===== config.mk =====
export PLATFORM = sky130hd
export DESIGN_NAME = pcr_config_regs
export DESIGN_NICKNAME = d
export VERILOG_FILES = /design/src/logic/pcr_pkg.sv /design/src/logic/pcr_zone_adjust.sv /design/src/logic/pcr_config_regs.sv
export VERILOG_INCLUDE_DIRS = /design/src /design/src/logic
export SDC_FILE = /design/constraint.sdc
export NUM_CORES = 1
export LEC_CHECK = 0
export BUFFER_PORTS_ARGS = -buffer_cell sky130_fd_sc_hd__clkbuf_2
export CORE_UTILIZATION = 50
export DETAILED_ROUTE_END_ITERATION = 8
export MAX_ROUTING_LAYER = met4
export PLACE_DENSITY = 0.74
export SYNTH_ARGS = -nofsm -noshare
export SYNTH_HDL_FRONTEND = slang
export SYNTH_SLANG_ARGS = --single-unit

===== constraint.sdc =====
create_clock -name MCLK_I -period 2.3 [get_ports MCLK_I]
set_input_delay 0.575 -clock MCLK_I [delete_from_list [all_inputs] [get_ports MCLK_I]]
set_output_delay 0.575 -clock MCLK_I [all_outputs]
set_load 0.03 [all_outputs]

===== src/logic/pcr_defs.svh =====
// register offsets, field positions, reset values and timing for the config slice
// assumes inclusion by bare name from the design files
`ifndef PCR_DEFS_SVH
`define PCR_DEFS_SVH
`define PCR_HRV_ADDR        8'h19
`define PCR_MON_ADDR        8'h1A
`define PCR_BUCK_ADDR       8'h1B
`define PCR_HRV_ROOM_HI     3
`define PCR_HRV_ROOM_LO     2
`define PCR_HRV_COOL_HI     1
`define PCR_HRV_COOL_LO     0
`define PCR_MON_RATIO_HI    6
`define PCR_MON_RATIO_LO    5
`define PCR_MON_OFF_BIT     4
`define PCR_MON_CH_HI       3
`define PCR_MON_CH_LO       0
`define PCR_SEQ_HI          7
`define PCR_SEQ_LO          5
`define PCR_SWEN_HI         1
`define PCR_SWEN_LO         0
`define PCR_HRV_RESET       8'h00
`define PCR_MON_RESET       8'h00
`define PCR_SWEN_RESET      2'h0
`define PCR_BOOT_DELAY_US   1000
`define PCR_CLK_MHZ         200
`define PCR_BOOT_CYCLES     (`PCR_BOOT_DELAY_US * `PCR_CLK_MHZ)
`define PCR_STEP_MV         50
`endif


===== src/logic/pcr_pkg.sv =====
// types shared by the config slice
// assumes pcr_defs.svh sits beside it
`default_nettype none
package pcr_pkg;
   typedef enum logic [2:0] {
      PCR_SEQ_OFF  = 3'h0,
      PCR_SEQ_R1   = 3'h1,
      PCR_SEQ_P0   = 3'h2,
      PCR_SEQ_P25  = 3'h3,
      PCR_SEQ_P50  = 3'h4,
      PCR_SEQ_R5   = 3'h5,
      PCR_SEQ_R6   = 3'h6,
      PCR_SEQ_SW   = 3'h7
   } pcr_seq_e;
   typedef enum logic [1:0] {
      PCR_SW_OFF = 2'h0,
      PCR_SW_ON  = 2'h1,
      PCR_SW_PIN = 2'h2,
      PCR_SW_RSV = 2'h3
   } pcr_swen_e;
   typedef enum logic [1:0] {
      PCR_ZONE_OTHER,
      PCR_ZONE_ROOM,
      PCR_ZONE_COOL
   } pcr_zone_e;
   typedef logic [7:0] pcr_byte_t;
endpackage
`default_nettype wire


===== src/logic/pcr_zone_adjust.sv =====
// one zone reduction: maps a 2-bit code to a drop in 50 mV steps
// assumes the caller picks which zone code to feed in
`timescale 1ns/1ps
`include "pcr_defs.svh"
`default_nettype none
module pcr_zone_adjust (
   input  wire logic [1:0] code_i,
   output logic      [1:0] drop_steps_o
);
   // 00 -> 3 steps (150 mV), 11 -> no drop
   assign drop_steps_o = 2'h3 - code_i;
endmodule
`default_nettype wire


===== src/logic/pcr_config_regs.sv =====
// register slice: harvester zone reductions, monitor mux setup, buck one enable
// assumes a simple synchronous register port on MCLK_I and a strap for the sequence code
`timescale 1ns/1ps
`include "pcr_defs.svh"
`default_nettype none
module pcr_config_regs #(
   parameter int unsigned BOOT_CYCLES = `PCR_BOOT_CYCLES
) (
   input  wire logic               MCLK_I,
   input  wire logic               ARST_N_I,
   input  wire logic               CE_I,
   input  wire logic               WR_EN_I,
   input  wire logic               RD_EN_I,
   input  wire logic [7:0]         ADDR_I,
   input  wire logic [7:0]         WDATA_I,
   output logic      [7:0]         RDATA_O,
   input  wire logic [2:0]         SEQ_STRAP_I,
   input  wire logic [3:0]         BASE_THRESHOLD_I,
   input  wire pcr_pkg::pcr_zone_e ZONE_I,
   input  wire logic               MPC_LEVEL_I,
   input  wire logic               HARD_OFF_I,
   input  wire logic [15:0]        MON_INPUTS_I,
   output logic      [3:0]         HRV_BASE_O,
   output logic      [1:0]         HRV_DROP_STEPS_O,
   output logic      [1:0]         MON_RATIO_O,
   output logic      [3:0]         MON_CHANNEL_O,
   output logic                    MON_OUT_O,
   output logic                    MON_OUT_OE_O,
   output logic                    MON_PULLDOWN_O,
   output logic                    BUCK_EN_O,
   output logic                    BUCK_ACT_DISCHARGE_O,
   output logic                    BOOT_DONE_O
);
   import pcr_pkg::*;

   pcr_byte_t      hrv_q;
   pcr_byte_t      mon_q;
   logic [1:0]     swen_q;
   logic [2:0]     seq_q;
   logic           strap_taken_q;
   logic [31:0]    boot_cnt_q;
   logic           boot_done_q;
   logic           buck_en_q;
   logic           dsc_q;
   logic [1:0]     room_steps;
   logic [1:0]     cool_steps;
   logic           buck_en_d;
   logic           dsc_d;
   pcr_seq_e       seq;

   assign seq = pcr_seq_e'(seq_q);

   // register writes; the sequence field is not writable
   always_ff @(posedge MCLK_I or negedge ARST_N_I) begin
      if (!ARST_N_I) begin
         hrv_q  <= `PCR_HRV_RESET;
         mon_q  <= `PCR_MON_RESET;
         swen_q <= `PCR_SWEN_RESET;
      end else if (CE_I && WR_EN_I) begin
         case (ADDR_I)
            `PCR_HRV_ADDR:  hrv_q <= {4'h0, WDATA_I[3:0]};
            `PCR_MON_ADDR:  mon_q <= {1'b0, WDATA_I[6:0]};
            `PCR_BUCK_ADDR: swen_q <= WDATA_I[`PCR_SWEN_HI:`PCR_SWEN_LO];
            default: ;
         endcase
      end
   end

   // sequence code caught from the strap once after reset release
   always_ff @(posedge MCLK_I or negedge ARST_N_I) begin
      if (!ARST_N_I) begin
         seq_q         <= 3'h0;
         strap_taken_q <= 1'b0;
      end else if (CE_I && !strap_taken_q) begin
         seq_q         <= SEQ_STRAP_I;
         strap_taken_q <= 1'b1;
      end
   end

   // boot delay counter
   always_ff @(posedge MCLK_I or negedge ARST_N_I) begin
      if (!ARST_N_I) begin
         boot_cnt_q  <= 32'h0;
         boot_done_q <= 1'b0;
      end else if (CE_I && strap_taken_q && !boot_done_q) begin
         boot_cnt_q <= boot_cnt_q + 32'h1;
         if (boot_cnt_q + 32'h1 >= 32'(BOOT_CYCLES))
            boot_done_q <= 1'b1;
      end
   end

   // buck enable decision from sequence code and software field
   always_comb begin
      buck_en_d = 1'b0;
      dsc_d     = HARD_OFF_I;
      case (seq)
         PCR_SEQ_P0:  buck_en_d = strap_taken_q;
         PCR_SEQ_P25: buck_en_d = boot_cnt_q >= 32'(BOOT_CYCLES / 4) || boot_done_q;
         PCR_SEQ_P50: buck_en_d = boot_cnt_q >= 32'(BOOT_CYCLES / 2) || boot_done_q;
         PCR_SEQ_SW: begin
            if (boot_done_q) begin
               case (pcr_swen_e'(swen_q))
                  PCR_SW_ON:  buck_en_d = 1'b1;
                  PCR_SW_PIN: buck_en_d = MPC_LEVEL_I;
                  PCR_SW_OFF: buck_en_d = 1'b0;
                  default:    buck_en_d = 1'b0;
               endcase
            end
         end
         default: buck_en_d = 1'b0;
      endcase
      if (HARD_OFF_I)
         buck_en_d = 1'b0;
   end

   // registered buck outputs
   always_ff @(posedge MCLK_I or negedge ARST_N_I) begin
      if (!ARST_N_I) begin
         buck_en_q <= 1'b0;
         dsc_q     <= 1'b1;
      end else if (CE_I) begin
         buck_en_q <= buck_en_d;
         dsc_q     <= dsc_d;
      end
   end

   // zone reductions from the two fields
   pcr_zone_adjust u_room (
      .code_i       (hrv_q[`PCR_HRV_ROOM_HI:`PCR_HRV_ROOM_LO]),
      .drop_steps_o (room_steps)
   );
   pcr_zone_adjust u_cool (
      .code_i       (hrv_q[`PCR_HRV_COOL_HI:`PCR_HRV_COOL_LO]),
      .drop_steps_o (cool_steps)
   );

   // harvester threshold outputs
   always_ff @(posedge MCLK_I or negedge ARST_N_I) begin
      if (!ARST_N_I) begin
         HRV_BASE_O       <= 4'h0;
         HRV_DROP_STEPS_O <= 2'h0;
      end else if (CE_I) begin
         HRV_BASE_O <= BASE_THRESHOLD_I;
         case (ZONE_I)
            PCR_ZONE_ROOM: HRV_DROP_STEPS_O <= room_steps;
            PCR_ZONE_COOL: HRV_DROP_STEPS_O <= cool_steps;
            default:       HRV_DROP_STEPS_O <= 2'h0;
         endcase
      end
   end

   // monitor mux: channel zero means the mux is off
   always_ff @(posedge MCLK_I or negedge ARST_N_I) begin
      if (!ARST_N_I) begin
         MON_OUT_O      <= 1'b0;
         MON_OUT_OE_O   <= 1'b0;
         MON_PULLDOWN_O <= 1'b0;
      end else if (CE_I) begin
         MON_OUT_O      <= MON_INPUTS_I[mon_q[`PCR_MON_CH_HI:`PCR_MON_CH_LO]];
         MON_OUT_OE_O   <= mon_q[`PCR_MON_CH_HI:`PCR_MON_CH_LO] != 4'h0;
         MON_PULLDOWN_O <= mon_q[`PCR_MON_CH_HI:`PCR_MON_CH_LO] == 4'h0 && !mon_q[`PCR_MON_OFF_BIT];
      end
   end

   // read data
   always_ff @(posedge MCLK_I or negedge ARST_N_I) begin
      if (!ARST_N_I)
         RDATA_O <= 8'h00;
      else if (CE_I && RD_EN_I) begin
         case (ADDR_I)
            `PCR_HRV_ADDR:  RDATA_O <= hrv_q;
            `PCR_MON_ADDR:  RDATA_O <= mon_q;
            `PCR_BUCK_ADDR: RDATA_O <= {seq_q, 3'h0, swen_q};
            default:        RDATA_O <= 8'h00;
         endcase
      end
   end

   assign MON_RATIO_O          = mon_q[`PCR_MON_RATIO_HI:`PCR_MON_RATIO_LO];
   assign MON_CHANNEL_O        = mon_q[`PCR_MON_CH_HI:`PCR_MON_CH_LO];
   assign BUCK_EN_O            = buck_en_q;
   assign BUCK_ACT_DISCHARGE_O = dsc_q;
   assign BOOT_DONE_O          = boot_done_q;
endmodule
`default_nettype wire


* Word-level counts from Yosys, hierarchy flattened
Index checks and enable logic that the tools add are counted. W data, S select, Z words.
Word-level totals: input port bits 48, output and inout bits 26, register bits 69, word-level logic and storage cells 58
Cells by class: order comparisons 4, mux-type cells 8, add/sub/neg operators 3, reduce and logical (&&, ||, !) cells 17, eq/ne operators 11
Operators with widths (count):
- $add A32 B1 Y32 const B | 1
- $ge A32 B16 Y1 const B | 1
- $ge A32 B17 Y1 const B | 1
- $ge A32 B18 Y1 const B | 1
- $eq A8 B5 Y1 const B | 3
- $pmux W8 S3 | 1
- $reduce_and A2 Y1 | 4
- $eq A3 B2 Y1 const B | 2
- $eq A3 B3 Y1 const B | 2
- $logic_and A1 B1 Y1 | 6
- $lt A4 B5 Y1 const B | 1
- $bmux W1 S4 | 1
- $eq A2 B1 Y1 const B | 2
- $eq A2 B2 Y1 const B | 2
- $logic_not A4 Y1 | 1
- $pmux W1 S4 | 1
- $pmux W2 S2 | 1
- $reduce_bool A4 Y1 | 1
- $sub A2 B2 Y2 const A | 2
- $logic_not A1 Y1 | 3
- $mux W1 | 3
- $logic_or A1 B1 Y1 | 2
- $pmux W1 S2 | 1

* Longest topological paths before layout
depth after elaboration 5, gate-level depth with buffers 9, depth with buffers taken out 9

* Hierarchy
From an unflattened synthesis, not the netlist that was laid out.
Unflattened totals: cell total of the unflattened synthesis 402, area total of the unflattened synthesis 3882.5 sq um
By module, submodules not included:
- pcr_config_regs | area an instance 3867.5 sq um, cells an instance 398, times used 1, seq. area each 1727.9 sq um
- pcr_zone_adjust | area an instance 7.5 sq um, cells an instance 2, times used 2, seq. area each 0.0 sq um

* Worst setup path after synthesis
OpenSTA, ideal clock, no wires.
path kind input to register, from input ADDR_I[5], to register mon_q[0], data required time 2.175 ns, library setup time 0.125 ns, buffers on the path 0, data arrival time 2.112 ns, cell stages on the path 5, slack 0.063 ns, cells stage by stage nand4bb_1 > nor3_1 > nand2_1 > nor3_2 > mux2_2
Between the ends: word-level cells in the longest chain between the ends 2
RTL lines:
- from (decl) | RTL line pcr_config_regs.sv:14 | input wire logic [7:0] ADDR_I,
- $eq A8 B5 Y1 | RTL line pcr_config_regs.sv:60 | case (ADDR_I)
- $reduce_and A2 Y1 (no line)
- to (signal assigned) | RTL line pcr_config_regs.sv:57 | mon_q <= `PCR_MON_RESET;
- to (signal assigned) | RTL line pcr_config_regs.sv:62 | `PCR_MON_ADDR: mon_q <= {1'b0, WDATA_I[6:0]};
- to (decl) | RTL line pcr_config_regs.sv:37 | pcr_byte_t mon_q;
Every way passes these cells. A chain may end at the register's enable or synchronous reset.

* Worst setup path after layout
from register boot_cnt_q[0], to register boot_done_q, in the netlist BOOT_DONE_O
Between the ends: word-level cells in the longest chain between the ends 3
RTL lines:
- from (decl) | RTL line pcr_config_regs.sv:41 | logic [31:0] boot_cnt_q;
- from (signal assigned) | RTL line pcr_config_regs.sv:86 | boot_cnt_q <= boot_cnt_q + 32'h1;
- $add A32 B1 Y32 | RTL line pcr_config_regs.sv:87 | if (boot_cnt_q + 32'h1 >= 32'(BOOT_CYCLES))
- $ge A32 B18 Y1 | RTL line pcr_config_regs.sv:87
- $reduce_and A2 Y1 (no line)
- to (signal assigned) | RTL line pcr_config_regs.sv:84 | boot_done_q <= 1'b0;
- to (signal assigned) | RTL line pcr_config_regs.sv:88 | boot_done_q <= 1'b1;
- to (decl) | RTL line pcr_config_regs.sv:42 | logic boot_done_q;
Every way passes these cells.

==> results by group <==
Status
  • Outcome: finished, final reports clean

STA
  • Final number of hold-violating endpoints: 0
  • Final Skew: 0.00757 ns
  • Post-route minimum period: 2.19 ns
  • Final worst slack: 0.108 ns
  • Max-slew violations: 0
  • Setup TNS: 0 ns
  • RSZ-0062 raised after global routing: no
  • Final setup fails: 0
  • Worst Tran Pin Value: 0.462 ns
  • Fin crit share: 0.953
  • Maximum clock frequency: 0.456 GHz
  • Worst rel slew slack: 0.689

Detailed routing
  • Drt drc: 0
  • Via count: 3227
  • Met1 WL: 3.94 mm
  • Drt wl/cell: 14.9 um
  • First-pass DRT Iterations: 4
  • Initial DRC count: 188
  • Top Metal Used: met4
  • Antenna-violating nets left: 0
  • Vias per cell: 5.55
  • Final WL: 8.68 mm
  • Metal3 WL: 395 um
  • WL met2: 4.18 mm

Clock tree
  • # H-tree levels: 3
  • Cell at the root of the clock tree: clkbuf_8
  • CTS tree: yes
  • Clk sink count: 69
  • Clock Latency Late Sink: 0.35 ns
  • CTS resizes: 0
  • Hold-fix buffer count after cts: 0
  • Post-CTS Setup Bufs: 0
  • Clock buffer depth: 2
  • Worst-path clk slew: 0.08 ns
  • CTS buffer count: 9

Logic synthesis
  • Main synth FF type: dfrtp_1
  • YS warnings: 0
  • Most area-consuming cells after synthesis: dfrtp_1 43%, mux2_2 7.4%, xnor2_1 4.9%, nand2_1 3.4%, xor2_1 3.1%
  • Synth async-reset ratio: 1.00
  • Yosys top cell by area: dfrtp_1
  • Top-area cell type share of the netlist area: 0.431
  • Register bit total from synthesis: 69
  • Synth Net Count: 448
  • Average cell area after synthesis: 10.0 um2
  • Cells after Synth: 394
  • Synthesized cell area: 3950 um2
  • Number of synthesized flops with an enable pin: 0
  • Seq/Total Area, Yosys: 0.438
  • Distinct cells, synth: 56

Place
  • DP Area: 4500 um2
  • Placement Setup Slack: 0.0689 ns
  • Post-DP HPWL: 6.36 mm
  • Routability Congestion: 0.902
  • I/O Buffers: 72

Die
  • Core area: 7690 um2
  • Top Ports: 74
  • Initial Util: 0.514
  • Die Ht: 90.9 um
  • Total die area: 8260 um2
  • Die width: 90.9 um
  • Cell row count: 32

Setup path
  • CP startpoint: boot_cnt_q[0]$_DFFE_PN0P_
  • CP top delay family: simple AND/OR/NAND/NOR gates
  • Worst r2r dst: BOOT_DONE_O$_DFFE_PN0P_
  • Worst R2R Path Depth: 7
  • Crit path max fanout: 7
  • Worst Path Arrival: 2.47 ns
  • Crit start category: flop
  • CP Capture Type: flop
  • Worst EP required: 2.57 ns
  • R2R Setup Slk: 0.11 ns
  • Slowest-stage cell, CP: or4_4
  • Slowest stage delay, CP: 0.62 ns
  • Worst path bufs/invs: 0
  • Worst-path cell chain: nand3_2 > or4_4 > nor3_4 > a211oi_1 > a41o_1 > and4_1 > a32oi_1
  • Worst r2r src: boot_cnt_q[0]$_DFFE_PN0P_
  • Critical path class: reg -> reg

Layout
  • Fillers: 661
  • Layout area overhead: 20.1%
  • Share of cells above drive strength 1: 0.328
  • Final nets: 528
  • Sequential Area: 1730 um2
  • Post-route cell area: 4740 um2
  • Multi-input logic area: 2000 um2
  • Number of diodes: 0

Pwr
  • Pwr dens: 572 nW/um2
  • Tot Pwr: 2.71 mW
  • Max VDD drop: 0.350 mV
  • Leak: 2.22 nW

Global routing
  • Tot GR Track Use: 0.227
  • Number of global-route vias before repair: 3114
  • Initial antenna violation count: 0
  • Gr ovfl total: 0
  • First-pass GRT wire length: 14.4 mm
  • Pin count of the biggest net entering global routing: 70

Worst hold path
  • Min-delay worst type: in -> async

Job
  • Number of max-cap violations: 0
## layout by cell type, fill, tap and decap left out, types with 7 or more instances in the layout
cell type	n
mux2_2	26
nand3_1	23
nor4_1	9
o21ai_0	14
nor3_1	13
nand4_1	7
xnor2_1	22
clkbuf_2	71
a21oi_1	8
nor2_1	19
clkbuf_8	9
buf_4	27
dfrtp_1	68
xor2_1	14
inv_1	16
nand2_1	36
## cell families (layout without fill, tap and decap cells)
family	Yosys count	after routing	share of synthesized area
and+or+nand+nor	147	147	0.205
xor gates and xnor gates	36	36	0.0798
muxes	36	36	0.115
AOI/OAI and AO/OA	53	53	0.0884
DFF	69	69	0.438
buffers and inverters	47	132	0.0551
adders and majority gates	6	6	0.0190
## where the power goes
group	switching, mW	total (mW)	internal [mW]
logic	0.137	0.237	0.100
registers	0.0284	1.27	1.25
clock network	0.481	1.20	0.720
## registers in the layout, indices dropped and copies added (netlist names), 2 cells and up
name              cells
HRV_BASE_O            4
HRV_DROP_STEPS_O      2
RDATA_O               8
boot_cnt_q           32
hrv_q                 4
mon_q                 7
seq                   3
swen_q                2
## worst reg2reg max path, stage by stage (launching register included)
cell	delay, ns
dfrtp_1	0.40
nand3_2	0.12
or4_4	0.62
nor3_4	0.27
a211oi_1	0.12
a41o_1	0.23
and4_1	0.19
a32oi_1	0.16
## synth_stat cells (4+ instances only)
| library cell | n |
|---|---|
| ha_1 | 6 |
| mux2_2 | 26 |
| clkbuf_1 | 17 |
| nand3_1 | 23 |
| o21ai_0 | 14 |
| inv_1 | 16 |
| a21oi_1 | 8 |
| nor2_1 | 19 |
| dfrtp_1 | 68 |
| nor3_1 | 13 |
| or3_1 | 4 |
| a211oi_1 | 6 |
| nor4_1 | 9 |
| xor2_1 | 14 |
| buf_4 | 8 |
| nand2b_1 | 5 |
| mux2i_1 | 5 |
| xnor2_1 | 22 |
| a22oi_1 | 4 |
| mux4_2 | 5 |
| nand4_1 | 7 |
| nand2_1 | 36 |
| nor2b_1 | 4 |
## metal layers
metal / global-route usage / up-vias
li1: - / 1552
met1: 0.296 / 1571
met2: 0.352 / 88
met3: 0.0421 / 16
met4: 0.0913 / 0
met5: - / -
## through the flow
| stage | utilization | hold WS, ns | cells |
|---|---|---|---|
| after floorplan | - | 0.279 | 394 |
| after global placement | 0.586 | 0.469 | 565 |
| after detailed placement | 0.586 | 0.475 | 565 |
| after CTS | 0.617 | 0.243 | 581 |
| after global routing | 0.617 | 0.274 | 581 |
| final | 0.617 | 0.232 | 581 |
## area by class of cell
type / instances / share of cell area
flip-flops and latches: 69 / 0.364
inverters: 16 / 0.0127
multi-input cells: 278 / 0.423
clock buffers: 10 / 0.0269
well taps: 102 / 0.0269
repair buffers: 100 / 0.123
clock inverters: 6 / 0.0235
## how the worst max path moves through the flow
stage | slack [ns] | depth (start not counted) | end
after CTS | 0.04 | 7 | BOOT_DONE_O$_DFFE_PN0P_
after detailed placement | 0.07 | 7 | BOOT_DONE_O$_DFFE_PN0P_
final | 0.11 | 7 | BOOT_DONE_O$_DFFE_PN0P_
after global routing | 0.02 | 9 | BOOT_DONE_O$_DFFE_PN0P_
after floorplan | 0.06 | 5 | mon_q[0]$_DFFE_PN0P_
after global placement | 0.12 | 7 | BOOT_DONE_O$_DFFE_PN0P_
No activity file was read; power rests on OpenSTA's default activity.
